**config.mk**
```make
export PLATFORM = sky130hd
export DESIGN_NAME = rdwt_top
export DESIGN_NICKNAME = d
export VERILOG_FILES = /design/src/hdl/rdwt_pkg.sv /design/src/hdl/rdwt_top.sv
export SDC_FILE = /design/constraint.sdc
export NUM_CORES = 1
export LEC_CHECK = 0
export ABC_AREA = 1
export BUFFER_PORTS_ARGS = -buffer_cell sky130_fd_sc_hd__buf_2
export CELL_PAD_IN_SITES_DETAIL_PLACEMENT = 1
export CELL_PAD_IN_SITES_GLOBAL_PLACEMENT = 2
export CORE_MARGIN = 4
export CORE_UTILIZATION = 35
export CTS_CLUSTER_SIZE = 24
export DETAILED_ROUTE_END_ITERATION = 6
export HOLD_SLACK_MARGIN = 0.05
export PLACE_DENSITY = 0.83
export SLEW_MARGIN = 20
export SYNTH_ARGS = -nofsm -noshare
export SYNTH_HDL_FRONTEND = slang
export SYNTH_SLANG_ARGS = --single-unit
```
**constraint.sdc**
```tcl
create_clock -name clk_in -period 5 [get_ports clk_in]
set_input_delay 0.25 -clock clk_in [delete_from_list [all_inputs] [get_ports clk_in]]
set_output_delay 0.25 -clock clk_in [all_outputs]
set_load 0.03 [all_outputs]
```
**src/hdl/rdwt_pkg.sv**
```systemverilog
// Constants, types and register map of the reset delay and watchdog block.
// Assumes a single 50 MHz clock; the 12-bit configuration word is static.
`default_nettype none

package rdwt_pkg;

    // Clock and timing
    localparam int unsigned CLK_PERIOD_NS    = 20;
    localparam int unsigned DLY_POR_TIME_MS   = 18;
    localparam int unsigned DLY_SUB_TIME_US   = 10;
    localparam int unsigned WDOG_BASE_TIME_MS = 18;
    localparam int unsigned CNT_W             = 24;

    localparam logic [CNT_W-1:0] DLY_POR_CYC =
        CNT_W'((DLY_POR_TIME_MS * 1000000 + CLK_PERIOD_NS - 1) / CLK_PERIOD_NS);
    localparam logic [CNT_W-1:0] DLY_SUB_CYC =
        CNT_W'((DLY_SUB_TIME_US * 1000 + CLK_PERIOD_NS - 1) / CLK_PERIOD_NS);
    localparam logic [CNT_W-1:0] WDOG_BASE_CYC =
        CNT_W'((WDOG_BASE_TIME_MS * 1000000 + CLK_PERIOD_NS - 1) / CLK_PERIOD_NS);

    // Configuration word fields
    localparam int unsigned CFG_W              = 12;
    localparam int unsigned CFG_EXT_RST_EN_BIT = 4;
    localparam int unsigned CFG_WDOG_EN_BIT    = 2;

    // Register offsets
    localparam logic [1:0] ADDR_OPTION   = 2'h0;
    localparam logic [1:0] ADDR_RST_STAT = 2'h1;
    localparam logic [1:0] ADDR_IRQ_STAT = 2'h2;
    localparam logic [1:0] ADDR_IRQ_MASK = 2'h3;

    // Option register fields
    localparam int unsigned OPT_PRE_ASSIGN_BIT = 3;
    localparam int unsigned OPT_PS_HI_BIT = 2;
    localparam logic [7:0]  OPTION_RESET  = 8'hff;

    // Reset status register fields
    localparam int unsigned RST_STAT_TO_N_BIT  = 0;
    localparam int unsigned RST_STAT_POR_BIT   = 1;
    localparam int unsigned RST_STAT_SLEEP_BIT = 2;
    localparam int unsigned RST_STAT_HOLD_BIT  = 3;

    // Interrupt status / mask fields
    localparam int unsigned IRQ_W           = 3;
    localparam int unsigned IRQ_WDOG_BIT    = 0;
    localparam int unsigned IRQ_RELEASE_BIT = 1;
    localparam int unsigned IRQ_EXT_BIT     = 2;
    localparam logic [IRQ_W-1:0] IRQ_MASK_RESET = 3'h0;

    typedef enum logic [1:0] {
        PH_HOLD  = 2'b00,
        PH_COUNT = 2'b01,
        PH_RUN   = 2'b10
    } rdwt_phase_t;

    typedef struct packed {
        logic [1:0] addr;
        logic [7:0] wdata;
        logic       wr;
        logic       rd;
    } rdwt_bus_req_t;

    typedef struct packed {
        rdwt_phase_t      phase;
        logic             por;
        logic             pin_s1;
        logic             pin_s2;
        logic [CNT_W-1:0] dly_cnt;
        logic [CNT_W-1:0] wdog_cnt;
        logic [6:0]       pre_cnt;
        logic [7:0]       option;
        logic             to_n;
        logic             sleeping;
        logic [IRQ_W-1:0] irq_stat;
        logic [IRQ_W-1:0] irq_mask;
        logic [7:0]       rd_data;
    } rdwt_state_t;

    localparam rdwt_state_t STATE_RESET = '{
        phase:    PH_HOLD,
        por:      1'b1,
        pin_s1:   1'b0,
        pin_s2:   1'b0,
        dly_cnt:  24'h000000,
        wdog_cnt: 24'h000000,
        pre_cnt:  7'h00,
        option:   OPTION_RESET,
        to_n:     1'b1,
        sleeping: 1'b0,
        irq_stat: 3'h0,
        irq_mask: IRQ_MASK_RESET,
        rd_data:  8'h00
    };

endpackage : rdwt_pkg

`default_nettype wire

```
**src/hdl/rdwt_top.sv**
```systemverilog
// Reset delay timer, reset latch and watchdog with a small register port.
// Assumes all inputs synchronous to clk_in except the reset pin, which is
// synchronised here; rst_n_in low stands for power-on.
//
// Function
// - Enable fuse set makes pin an active-low reset; cleared, reset input inactive.
// - Power-up sets the reset latch and clears the delay timer.
// - Delay timer counts only once the effective reset input is high.
// - Delay timer time-out clears the latch, ending on-chip reset.
// - Processor held in reset while the delay timer is active.
// - Delay about 18 ms after power-on, about 10 us afterwards.
// - Delay timer runs for power-on, pin, watchdog and wake-up resets.
// - Watchdog runs from its own time base, also during sleep.
// - Watchdog time-out gives a full reset, awake or asleep.
// - Watchdog reset clears the active-low timeout flag.
// - Watchdog enable fuse at 0 disables the watchdog permanently.
// - Base time-out 18 ms, prescaler up to 1:128 from option register.
// - Clear-watchdog instruction clears counter and assigned prescaler.
// - Sleep instruction clears counter and assigned prescaler.
// - Option register resets to all ones on every reset; psa bit 3, ratio 2:0.
// - Watchdog enable fuse is configuration bit 2; 1 enables.
// - Watchdog counter cleared on every wake from sleep.
`default_nettype none

module rdwt_top #(
    parameter logic [rdwt_pkg::CNT_W-1:0] DLY_POR_CYC   = rdwt_pkg::DLY_POR_CYC,
    parameter logic [rdwt_pkg::CNT_W-1:0] WDOG_BASE_CYC = rdwt_pkg::WDOG_BASE_CYC
) (
    input  wire logic                       clk_in,
    input  wire logic                       rst_n_in,
    input  wire logic [rdwt_pkg::CFG_W-1:0] cfg_word_in,
    input  wire logic                       ext_reset_pin_in,
    input  wire logic                       watchdog_clear_instr_in,
    input  wire logic                       sleep_instr_in,
    input  wire logic                       pin_change_wake_in,
    input  wire rdwt_pkg::rdwt_bus_req_t    bus_req_in,
    output logic [7:0]                      rd_data_out,
    output logic                            chip_reset_out,
    output logic                            timeout_flag_n_out,
    output logic                            sleeping_out,
    output logic                            pin_is_gpio_out,
    output logic                            irq_out
);

    rdwt_pkg::rdwt_state_t st_q;
    rdwt_pkg::rdwt_state_t st_d;

    logic                       ext_en;
    logic                       wdog_en;
    logic                       pin_high;
    logic                       ext_rst;
    logic                       pre_assign;
    logic [2:0]                 ps_sel;
    logic                       base_hit;
    logic                       wdog_timeout;
    logic                       wake_evt;
    logic [rdwt_pkg::CNT_W-1:0] dly_term;
    logic [rdwt_pkg::IRQ_W-1:0] irq_evt;
    logic [rdwt_pkg::IRQ_W-1:0] irq_clr;

    // Last prescaler count for a ratio of 1:2^sel
    function automatic logic [6:0] prescale_last(input logic [2:0] sel);
        logic [7:0] ratio;
        ratio = 8'h01 << sel;
        return 7'(ratio - 8'h01);
    endfunction : prescale_last

    assign ext_en   = cfg_word_in[rdwt_pkg::CFG_EXT_RST_EN_BIT];
    assign wdog_en  = cfg_word_in[rdwt_pkg::CFG_WDOG_EN_BIT];
    // Tied inactive when the pin is general I/O
    assign pin_high = !ext_en || st_q.pin_s2;
    assign ext_rst  = ext_en && !st_q.pin_s2;
    assign pre_assign = st_q.option[rdwt_pkg::OPT_PRE_ASSIGN_BIT];
    assign ps_sel   = st_q.option[rdwt_pkg::OPT_PS_HI_BIT:0];

    // Base period stands in for the separate RC oscillator; it keeps
    // counting in sleep since only the processor clock stops there.
    assign base_hit = st_q.wdog_cnt == WDOG_BASE_CYC - 24'h000001;
    assign wdog_timeout = wdog_en && st_q.phase == rdwt_pkg::PH_RUN && base_hit
                          && (!pre_assign || st_q.pre_cnt == prescale_last(ps_sel));
    assign wake_evt = st_q.sleeping && pin_change_wake_in;

    // Power-on flag picks the long terminal count
    assign dly_term = st_q.por ? DLY_POR_CYC : rdwt_pkg::DLY_SUB_CYC;

    always_comb begin
        st_d = st_q;
        irq_evt = 3'h0;
        irq_clr = 3'h0;

        // Two flops; only the second is looked at
        st_d.pin_s1 = ext_reset_pin_in;
        st_d.pin_s2 = st_q.pin_s1;

        case (st_q.phase)
            rdwt_pkg::PH_HOLD: begin
                st_d.dly_cnt = 24'h000000;
                if (pin_high) begin
                    st_d.phase = rdwt_pkg::PH_COUNT;
                end
            end
            rdwt_pkg::PH_COUNT: begin
                if (ext_rst) begin
                    st_d.phase   = rdwt_pkg::PH_HOLD;
                    st_d.dly_cnt = 24'h000000;
                end else if (st_q.dly_cnt == dly_term - 24'h000001) begin
                    st_d.phase   = rdwt_pkg::PH_RUN;
                    st_d.por     = 1'b0;
                    st_d.dly_cnt = 24'h000000;
                    irq_evt[rdwt_pkg::IRQ_RELEASE_BIT] = 1'b1;
                end else begin
                    st_d.dly_cnt = st_q.dly_cnt + 24'h000001;
                end
            end
            rdwt_pkg::PH_RUN: begin
                if (ext_rst) begin
                    st_d.phase = rdwt_pkg::PH_HOLD;
                    irq_evt[rdwt_pkg::IRQ_EXT_BIT] = 1'b1;
                end else if (wdog_timeout) begin
                    st_d.phase = rdwt_pkg::PH_COUNT;
                    st_d.to_n  = 1'b0;
                    irq_evt[rdwt_pkg::IRQ_WDOG_BIT] = 1'b1;
                end else if (wake_evt) begin
                    st_d.phase = rdwt_pkg::PH_COUNT;
                end else begin
                    if (base_hit) begin
                        st_d.wdog_cnt = 24'h000000;
                        st_d.pre_cnt  = st_q.pre_cnt + 7'h01;
                    end else begin
                        st_d.wdog_cnt = st_q.wdog_cnt + 24'h000001;
                    end
                    if (watchdog_clear_instr_in || sleep_instr_in) begin
                        st_d.wdog_cnt = 24'h000000;
                        st_d.to_n     = 1'b1;
                        if (pre_assign) begin
                            st_d.pre_cnt = 7'h00;
                        end
                    end
                    if (sleep_instr_in) begin
                        st_d.sleeping = 1'b1;
                    end
                    if (bus_req_in.wr && bus_req_in.addr == rdwt_pkg::ADDR_OPTION) begin
                        st_d.option = bus_req_in.wdata;
                    end
                end
            end
            default: begin
                st_d.phase = rdwt_pkg::PH_HOLD;
            end
        endcase

        // Any reset wakes the part and restarts the watchdog from zero
        if (st_d.phase != rdwt_pkg::PH_RUN) begin
            st_d.option   = rdwt_pkg::OPTION_RESET;
            st_d.wdog_cnt = 24'h000000;
            st_d.pre_cnt  = 7'h00;
            st_d.sleeping = 1'b0;
        end

        // Mask register and readback
        if (bus_req_in.wr && bus_req_in.addr == rdwt_pkg::ADDR_IRQ_MASK) begin
            st_d.irq_mask = bus_req_in.wdata[rdwt_pkg::IRQ_W-1:0];
        end
        st_d.rd_data = 8'h00;
        if (bus_req_in.rd) begin
            case (bus_req_in.addr)
                rdwt_pkg::ADDR_RST_STAT: begin
                    st_d.rd_data[rdwt_pkg::RST_STAT_TO_N_BIT]  = st_q.to_n;
                    st_d.rd_data[rdwt_pkg::RST_STAT_POR_BIT]   = st_q.por;
                    st_d.rd_data[rdwt_pkg::RST_STAT_SLEEP_BIT] = st_q.sleeping;
                    st_d.rd_data[rdwt_pkg::RST_STAT_HOLD_BIT]  =
                        st_q.phase != rdwt_pkg::PH_RUN;
                end
                rdwt_pkg::ADDR_IRQ_STAT: begin
                    st_d.rd_data[rdwt_pkg::IRQ_W-1:0] = st_q.irq_stat;
                    irq_clr = st_q.irq_stat;
                end
                rdwt_pkg::ADDR_IRQ_MASK: begin
                    st_d.rd_data[rdwt_pkg::IRQ_W-1:0] = st_q.irq_mask;
                end
                default: begin
                    st_d.rd_data = 8'h00;
                end
            endcase
        end
        // A new event in the clearing read survives it
        st_d.irq_stat = (st_q.irq_stat & ~irq_clr) | irq_evt;
    end

    always_ff @(posedge clk_in) begin
        if (!rst_n_in) begin
            st_q <= rdwt_pkg::STATE_RESET;
        end else begin
            st_q <= st_d;
        end
    end

    assign rd_data_out        = st_q.rd_data;
    assign chip_reset_out     = st_q.phase != rdwt_pkg::PH_RUN;
    assign timeout_flag_n_out = st_q.to_n;
    assign sleeping_out       = st_q.sleeping;
    assign pin_is_gpio_out    = !ext_en;
    assign irq_out            = |(st_q.irq_stat & st_q.irq_mask);
endmodule : rdwt_top

`default_nettype wire
```
* Word level (Yosys, flattened, before mapping)
Cells that the tools add are included.
Word-level totals: input bits 30, flip-flop bits (word level) 80, logic and storage cells 96, output and inout port bits 13
Operators by class: multiplexer cells 30, reductions and logical operators 26, shift-type cells 1, equality and inequality tests 11, add/subtract/negate cells 5, bitwise gates (word level) 8
Operator list (count):
- $mux W24 | 3
- $add A24 B1 Y24 const B | 2
- $pmux W24 S2 | 1
- $mux W31 | 1
- $eq A24 B20 Y1 const B | 1
- $eq A24 B24 Y1 | 1
- $sub A20 B1 Y21 const B | 1
- $mux W20 | 1
- $mux W7 | 2
- $mux W2 | 6
- $mux W1 | 11
- $reduce_and A5 Y1 | 2
- $mux W3 | 3
- $pmux W3 S3 | 1
- $reduce_and A4 Y1 | 2
- $add A7 B1 Y7 const B | 1
- $eq A7 B7 Y1 | 1
- $logic_and A1 B1 Y1 | 7
- $shl A1 B3 Y7 const A | 1
- $sub A7 B1 Y7 const B | 1
- $and A3 B3 Y3 | 2
- $eq A2 B2 Y1 const B | 3
- $ne A2 B2 Y1 const B | 3
- $pmux W2 S3 | 1
- 12 further kinds | 23

* Logic depth before layout (Yosys ltp)
Gate-level depths: netlist of run 1.
word-level depth 10, mapped depth 16, mapped depth without buffers 14

* Worst setup path after synthesis of run 1
Ideal clock, no wire load.
kind reg2reg, start register st_q[31] (netlist name), end register st_q[33] (netlist name), slack 3139 ps, setup time 113 ps, data arrival time 1748 ps, period minus slack after synthesis 1861 ps, buffers on the path 1, required time 4887 ps, stages on the path, launching flop included 14, cells stage by stage dfxtp_1 ha_1 nand2_2 nor2_4 inv_2 nor2_4 nand3_4 nor2_4 nand2_2 nand3_4 nand2_2 nand2_4 buf_4 nor2_1
On the way: cells in the longest elaborated chain, start to end 8, elaborated cells on any way between the ends 13, classes of those cells add/sub (1); eq/ne (2); mux (5); bitwise (1); reduce/logical (4)
Ends and longest elaborated chain:
- from (decl) | RTL line rdwt_top.sv:45 | rdwt_pkg::rdwt_state_t st_q;
- from (signal assigned) | RTL line rdwt_top.sv:192 | st_q <= rdwt_pkg::STATE_RESET;
- from (signal assigned) | RTL line rdwt_top.sv:194 | st_q <= st_d;
- $eq A24 B20 Y1 | RTL line rdwt_top.sv:78 | assign base_hit = st_q.wdog_cnt == WDOG_BASE_CYC - 24'h000001;
- $logic_and A1 B1 Y1 | RTL line rdwt_top.sv:79 | assign wdog_timeout = wdog_en && st_q.phase == rdwt_pkg::PH_RUN && base_hit
- $logic_and A1 B1 Y1 | RTL line rdwt_top.sv:80 | && (!pre_assign || st_q.pre_cnt == prescale_last(ps_sel));
- $mux W2 | RTL line rdwt_top.sv:119 | end else if (wdog_timeout) begin
- $mux W2 | RTL line rdwt_top.sv:116 | if (ext_rst) begin
- $pmux W2 S3 | RTL line rdwt_top.sv:95 | case (st_q.phase)
- $ne A2 B2 Y1 | RTL line rdwt_top.sv:153 | if (st_d.phase != rdwt_pkg::PH_RUN) begin
- $reduce_or A2 Y1 (no source line)
Several ways; a longest one is shown, not always the timed one. A chain may end at the register's enable or synchronous reset.

* Worst setup path in the final report of run 1
start register st_q[83] (netlist name), end register st_q (netlist bit ps_sel[0])
On the way: cells in the longest elaborated chain, start to end 9, elaborated cells on any way between the ends 17, classes of those cells eq/ne (3); mux (7); bitwise (1); reduce/logical (6)
Ends and longest elaborated chain (RTL line):
- $eq A2 B2 Y1 | rdwt_top.sv:79, rdwt_top.sv:95
- $logic_and A1 B1 Y1 (2 in a row) | rdwt_top.sv:79
- $logic_and A1 B1 Y1 | rdwt_top.sv:80
- $mux W2 | rdwt_top.sv:119
- $mux W2 | rdwt_top.sv:116
- $pmux W2 S3 | rdwt_top.sv:95
- $ne A2 B2 Y1 | rdwt_top.sv:153
- $reduce_or A2 Y1 (no source line)
Several ways; a longest one is shown, not always the timed one.

==> results by group, run 1 <==
Timing
  • Peak Freq: between 300 and 400 MHz
  • Fin crit share: approximately 66%
  • Relative slew slack: 36.1%
  • Unrepaired setup endpoints after global routing: false
  • Period minus WS final: 3290 ps
  • Final TNS setup: 0 ps
  • Hold WS: 99.2 ps
  • Skew final: 7.33 ps
  • Max Transition Viols Final: 0
  • Fin. Hold Viols: 0
  • Final setup violation count: 0
  • Pin slew with the least headroom to its limit: 953 ps

Synthesis
  • Distinct cells, synth: 39
  • Seq/Total Area, Yosys: between 30% and 40%
  • Synthesized area: 0.00479 mm^2
  • Cells after Synth: 760
  • Synthesized flop and latch total: 76
  • Synth warnings: 0
  • Mapped Avg Cell Area: 6.31 um^2

Clock network
  • CTS Buffer Depth: 2
  • CTS tree: yes
  • # H-tree levels: 3
  • Hold_buf cts: 0
  • Clock sinks: 76
  • Setup Buffers After CTS: 0
  • Post-CTS resize count: 0
  • TritonCTS Buffers: 9
  • Clk Latency, worst-skew pair: roughly 350 ps
  • Clk slew on worst S/H paths: 70 ps
  • Root Buffer: clkbuf_16

Power and ir drop
  • PwrDens: approximately 250 mW/mm^2
  • Peak VDD IR: 181 uV
  • Pint: 0.981 mW
  • Sequential Power Share: between 40% and 50%
  • Comb pwr share: 3.4%
  • Sw frac: 25.1%
  • NetSw: around 0.33 mW
  • Cell leakage power: 2.06 nW
  • Clk pwr share: 49.9%

Floorplan
  • Die width: 125 um
  • Die H: around 130 um
  • Total core area: ~0.013 mm^2
  • Die area: about 0.016 mm^2
  • Row Count: 42
  • Starting Density: 35.9%
  • IO Pins: 43

Critical path
  • Reg2Reg Setup Slack: 1710 ps
  • Worst Path Arrival: 3520 ps
  • Nature of the critical path endpoint: register
  • Worst r2r dst: ps_sel[0]
  • Reg2reg start: st_q[83]
  • CP Launch Type: register
  • Type of the worst setup path: register to register
  • CP max FO: 44
  • WP data required: 5230 ps
  • Cells on worst reg2reg path: 9

Detailed routing
  • Final ANT Viol Nets: 0
  • Wirelength per Cell: 14.6 um
  • Final wirelength: approximately 14,000 um
  • DR pass1 iterations: 4
  • Via count: 4,741
  • DR vias/cell: 5.03
  • DRC Markers: 0
  • Iteration-0 DRC Markers: 264

Min path
  • Worst min-delay path class: input port to register
  • Hold Crit Start: ext_reset_pin_in
  • WHS Endpoint: st_d[79]
  • Hold Crit Depth: 3

Layout
  • Most frequent cells in the layout: 214 x nand2_1, 93 x nor2_1, 80 x inv_1, 76 x dfxtp_1, 61 x nand3_1
  • Most common cell after layout, fill and taps aside: nand2_1
  • Antenna Cells: 0
  • Layout Utilization: 39.2%
  • Net count, final: 794
  • P&R area growth vs syn: 9.06%
  • Fraction of layout cells with a size suffix above 1: 8.62%
  • Post-route cell area: around 0.0052 mm^2

Run status
  • Outcome: finished, final reports clean

Job
  • Max Cap Viol: 0

Place
  • Placed cell areas: 0.00493 mm^2
  • # port buffers: 24
  • Post-detail-place hpwl: roughly 10,000 um
  • RePlAce Congestion: roughly 0.85

Global route
  • Vias in the first global route: between 4,000 and 5,000
  • Initial antenna violation count: 0
  • Tot GR Track Use: 18.2%
  • M3 GR Usage: 4.31%
  • First-pass GRT wire length: between 20,000 and 25,000 um
  • Top Usage Layer GRT: met2
  • Gr ovfl total: 0
  • Met1 Usage GRT: 22.2%
  • Met2 GRT Util: 31.8%
  • Largest net degree at the start of global routing: 45
==> critical path, cell delays in order (launching register included) <==
cell and delay (ps):
dfxtp_1 780, inv_1 440, nor2_2 320, inv_1 130, nor2_4 210, nand3_4 440
nand2_2 250, nand2_4 230, inv_2 250, nand3_1 100
==> state kept, by name, summed over array words and instances, names as in the netlist <==
| name | cells |
|---|---|
| st_d | 1 |
| rd_data_out | 4 |
| st_q | 65 |
| pre_assign | 1 |
| timeout_flag_n_out | 1 |
| ps_sel | 3 |
| sleeping_out | 1 |
==> power groups by stage <==
stage | clock, mW | sequential [mW] | combinational [mW]
after global placement | 0 | 0.625 | 0.0433
after detailed placement | 0 | 0.626 | 0.0444
final | 0.654 | 0.612 | 0.0439
after global routing | 0.702 | 0.612 | 0.0487
after floorplan | 0 | 0.625 | 0.0311
after CTS | 0.677 | 0.612 | 0.0445
==> cells in the mapped netlist, drive strengths merged <==
cell type | number | area, um^2
nand4 | 31 | 194
or2 | 7 | 43.8
a21o | 1 | 7.51
nor4 | 4 | 40.0
inv | 84 | 315
o21ai | 28 | 140
o211ai | 3 | 22.5
dfxtp | 76 | 1520
a21oi | 43 | 215
xor2 | 25 | 219
a31oi | 1 | 6.26
clkinv | 2 | 7.51
o21a | 1 | 7.51
o21bai | 2 | 15.0
nor2 | 100 | 413
conb | 1 | 3.75
clkbuf | 15 | 57.6
nand3 | 63 | 340
nor3 | 14 | 70.1
nor3b | 1 | 7.51
a31o | 1 | 8.76
and2 | 1 | 6.26
xnor2 | 8 | 70.1
nand2 | 218 | 833
nand3b | 4 | 30.0
buf | 23 | 161
ha | 3 | 37.5
==> kinds of logic (layout without fill, tap and decap cells) <==
group | after synthesis | in the layout | synth area share [%]
adder cells (fa/ha/maj) | 3 | 3 | 0.783
flip-flops | 76 | 76 | 31.7
other | 1 | 4 | 0.0782
AND/OR/NAND/NOR | 443 | 443 | 41.3
AO/OA/AOI/OAI | 80 | 80 | 8.82
XOR/XNOR | 33 | 33 | 6.03
buffers and inverters | 124 | 127 | 11.3
==> cell type report <==
class	instances	area [um^2]
fillers	1808	8120
multi-input cells	563	2740
flip-flops and latches	76	1520
inverters	86	323
clock buffers	10	239
well taps	176	220
repair buffers	25	128
clock inverters	6	55.1
==> layer usage <==
metal  share of wire [%]  up-vias  wire [um]
met5                   0        -          0
met4                 1.6        0        215
met3                 2.3       18        315
met2                  50       47       6840
met1                  47     2260       6420
li1                    -     2416          -
==> worst max-delay path by stage <==
stage	startpoint	end	slack, ps	cells after the start
after global placement	st_q[83]	ps_sel[0]	1730	9
after detailed placement	st_q[83]	ps_sel[0]	1660	9
after CTS	st_q[83]	ps_sel[1]	1620	9
after global routing	st_q[83]	ps_sel[1]	1280	9
after floorplan	st_q[31]	st_q[33]	3140	13
final	st_q[83]	ps_sel[0]	1710	9
==> through the flow <==
stage	power, mW	setup WS, ps	std cells
final	1.31	1710	942
after global routing	1.36	1280	942
after CTS	1.33	1620	942
after detailed placement	0.670	1660	926
after global placement	0.669	1730	926
after floorplan	0.656	3140	763
No activity file was read; power rests on OpenSTA's default activity.
==> run 2, diff against run 1 <==
Settings changed: ABC_AREA 1 to 0, PLACE_DENSITY 0.83 to 0.77.
Clock period 5 ns to 3.1 ns, I/O delays scaled along.
==> run 2 against run 1 <==
Compared with the run above:
- sequential cell count unchanged
- final cell count down 31%
- synthesized cell count down 37%
- clock power up 54%
- maximum frequency up 18%
- global-route usage down 0.31 points
- critical path type unchanged
- largest cell class unchanged
- sequential share of layout area up 4.7 points
- wire length down 22%
- cell area down 14%
- register-to-register slack worse by 1400 ps
- total power up 58%
- worst setup slack worse by 1400 ps
==> results by group, run 2 <==
Detailed routing
  • Iteration-0 DRC Markers: 215
  • Via count: 3,543
  • DR vias/cell: roughly 5.5
  • Final wirelength: 10,800 um
  • Wirelength per Cell: 16.6 um
  • DR pass1 iterations: 4
  • Final ANT Viol Nets: 0
  • DRC Markers: 0

Global route
  • Vias in the first global route: around 3,700
  • Tot GR Track Use: 17.9%
  • Gr ovfl total: 0
  • Largest net degree at the start of global routing: 23
  • First-pass GRT wire length: 18,400 um
  • Initial antenna violation count: 0

Synthesis
  • Synthesized flop and latch total: 76
  • Post-synth ARST share: 0%
  • Distinct cells, synth: 64
  • Synth warnings: 0
  • Most area-consuming cells after synthesis: dfxtp_1 39%, nor2_1 6.1%, xor2_1 4.4%
  • Synth Flop Type: dfxtp_1
  • Post-synth top area cell: dfxtp_1
  • Synth top cells by count: 76 x dfxtp_1, 64 x nor2_1, 44 x nand2_1
  • Synthesized area: roughly 0.0039 mm^2
  • Synth top area share: 38.6%
  • Top-count cell post-synth: dfxtp_1
  • Mapped Avg Cell Area: 8.21 um^2
  • Post-synth EDFFs: 0
  • Seq/Total Area, Yosys: 38.6%
  • Cells after Synth: 480

Timing
  • Hold WS: approximately 84 ps
  • Pin slew with the least headroom to its limit: 675 ps
  • Unrepaired setup endpoints after global routing: false
  • Fin crit share: 90.0%
  • Peak Freq: 358 MHz
  • Fin. Hold Viols: 0
  • Final setup violation count: 0
  • Final TNS setup: 0 ps
  • Max Transition Viols Final: 0
  • Period minus WS final: ~2800 ps
  • Relative slew slack: 54.6%
  • Skew final: 7.86 ps

Floorplan
  • Total core area: 0.0109 mm^2
  • Die H: about 110 um
  • IO Pins: 43
  • Row Count: 38
  • Die width: 114 um
  • Die area: 0.0130 mm^2
  • Starting Density: a little over a third

Critical path
  • WP data required: 3310 ps
  • CP max FO: 15
  • Worst Path Arrival: roughly 3000 ps
  • Nature of the critical path endpoint: register
  • Type of the worst setup path: register to register
  • CP Launch Type: register

Layout
  • P&R area growth vs syn: 14.2%
  • Antenna Cells: 0
  • Most common cell after layout, fill and taps aside: dfxtp_1
  • Max FFs per register: 65
  • Fraction of layout cells with a size suffix above 1: 13.7%
  • Most flops, register: st_q
  • Net count, final: 540
  • Most frequent cells in the layout: 76 x dfxtp_1, 64 x nor2_1, 44 x nand2_1, 26 x a21oi_1, 24 x buf_2

Job
  • Max Cap Viol: 0

Clock network
  • CTS tree: yes
  • Clk Latency, worst-skew pair: roughly 340 ps
  • Clk slew on worst S/H paths: 60 ps
  • CTS Buffer Depth: 2
  • Root Buffer: clkbuf_16
  • # H-tree levels: 3
  • TritonCTS Buffers: 9
  • Clock sinks: 76
  • Post-CTS resize count: 0

Min path
  • Worst min-delay path class: input port to register

Run status
  • Outcome: finished, final reports clean

Place
  • # port buffers: 24
  • Post-detail-place hpwl: 7710 um
  • RePlAce Congestion: 0.836

Power and ir drop
  • Cell leakage power: 1.53 nW
  • Peak VDD IR: between 300 and 400 uV
  • PwrDens: approximately 460 mW/mm^2
## run 2: logic make-up (layout without fill, tap and decap cells)
kind of cell | Yosys count | after routing | share of synthesized area [%]
compound gates | 94 | 94 | 16.1
simple gates | 239 | 239 | 32.1
mux | 7 | 7 | 1.87
flops | 76 | 76 | 38.6
xor+xnor | 28 | 28 | 6.23
fa+ha+maj | 3 | 3 | 0.953
buf+inv | 32 | 59 | 4.00
other cells | 1 | 4 | 0.0952
## run 2: routing by layer
metal  vias up  global-route usage, %  wire length [um]
met5         -                      0                 0
met4         0                   6.02               123
met3        11                   4.86               351
met2        33                   30.1              5310
met1      1718                   22.1              5020
li1       1781                      -                 -
## run 2: timing repair
action	4_1_cts	5_1_grt
hold buffers	5	0
endpoints found under the hold margin	5	0
buffers inserted	0	0
## run 2: power breakdown
| group | internal [mW] | switching (mW) | total [mW] |
|---|---|---|---|
| Combinational | 0.0291 | 0.0464 | 0.0755 |
| Sequential | 0.982 | 0.00352 | 0.986 |
| Clock | 0.615 | 0.396 | 1.01 |
| Total | 1.63 | 0.446 | 2.07 |
## run 2: layout make-up
| class | instances | area (um^2) |
|---|---|---|
| Multi-Input combinational cell | 375 | 2270 |
| Clock inverter | 2 | 37.5 |
| Fill cell | 1317 | 6440 |
| Timing Repair Buffer | 36 | 223 |
| Tap cell | 140 | 175 |
| Sequential cell | 76 | 1520 |
| Inverter | 9 | 33.8 |
| Clock buffer | 12 | 236 |
## run 2: per-stage QoR
stage	setup WS (ps)	cells	cell area, um^2	utilization [%]	power [mW]
after CTS	278	650	4500	41.1	2.12
after global placement	365	631	4170	38.2	1.08
after detailed placement	336	631	4170	38.2	1.08
after floorplan	557	483	3950	-	1.06
final	310	650	4500	41.1	2.07
after global routing	67.4	650	4500	41.1	2.16
## run 2: critical path: stages (launching register included)
cell     delay (ps)
dfxtp_1         420
ha_1            280
nand4_2         160
or4b_1          590
or2_4           310
nand3_1         440
o21ai_0         190
a22oi_1         200
nor2_1           60
## run 2: worst paths after layout
check,cells past startpoint,startpoint,slack (ps),endpoint
hold / removal,3,sleep_instr_in,80,sleeping_out
hold reg to reg,1,st_d[79],450,st_q[79]
setup / recovery,8,st_q[31],310,st_q[38]
setup reg to reg,8,st_q[31],310,st_q[38]
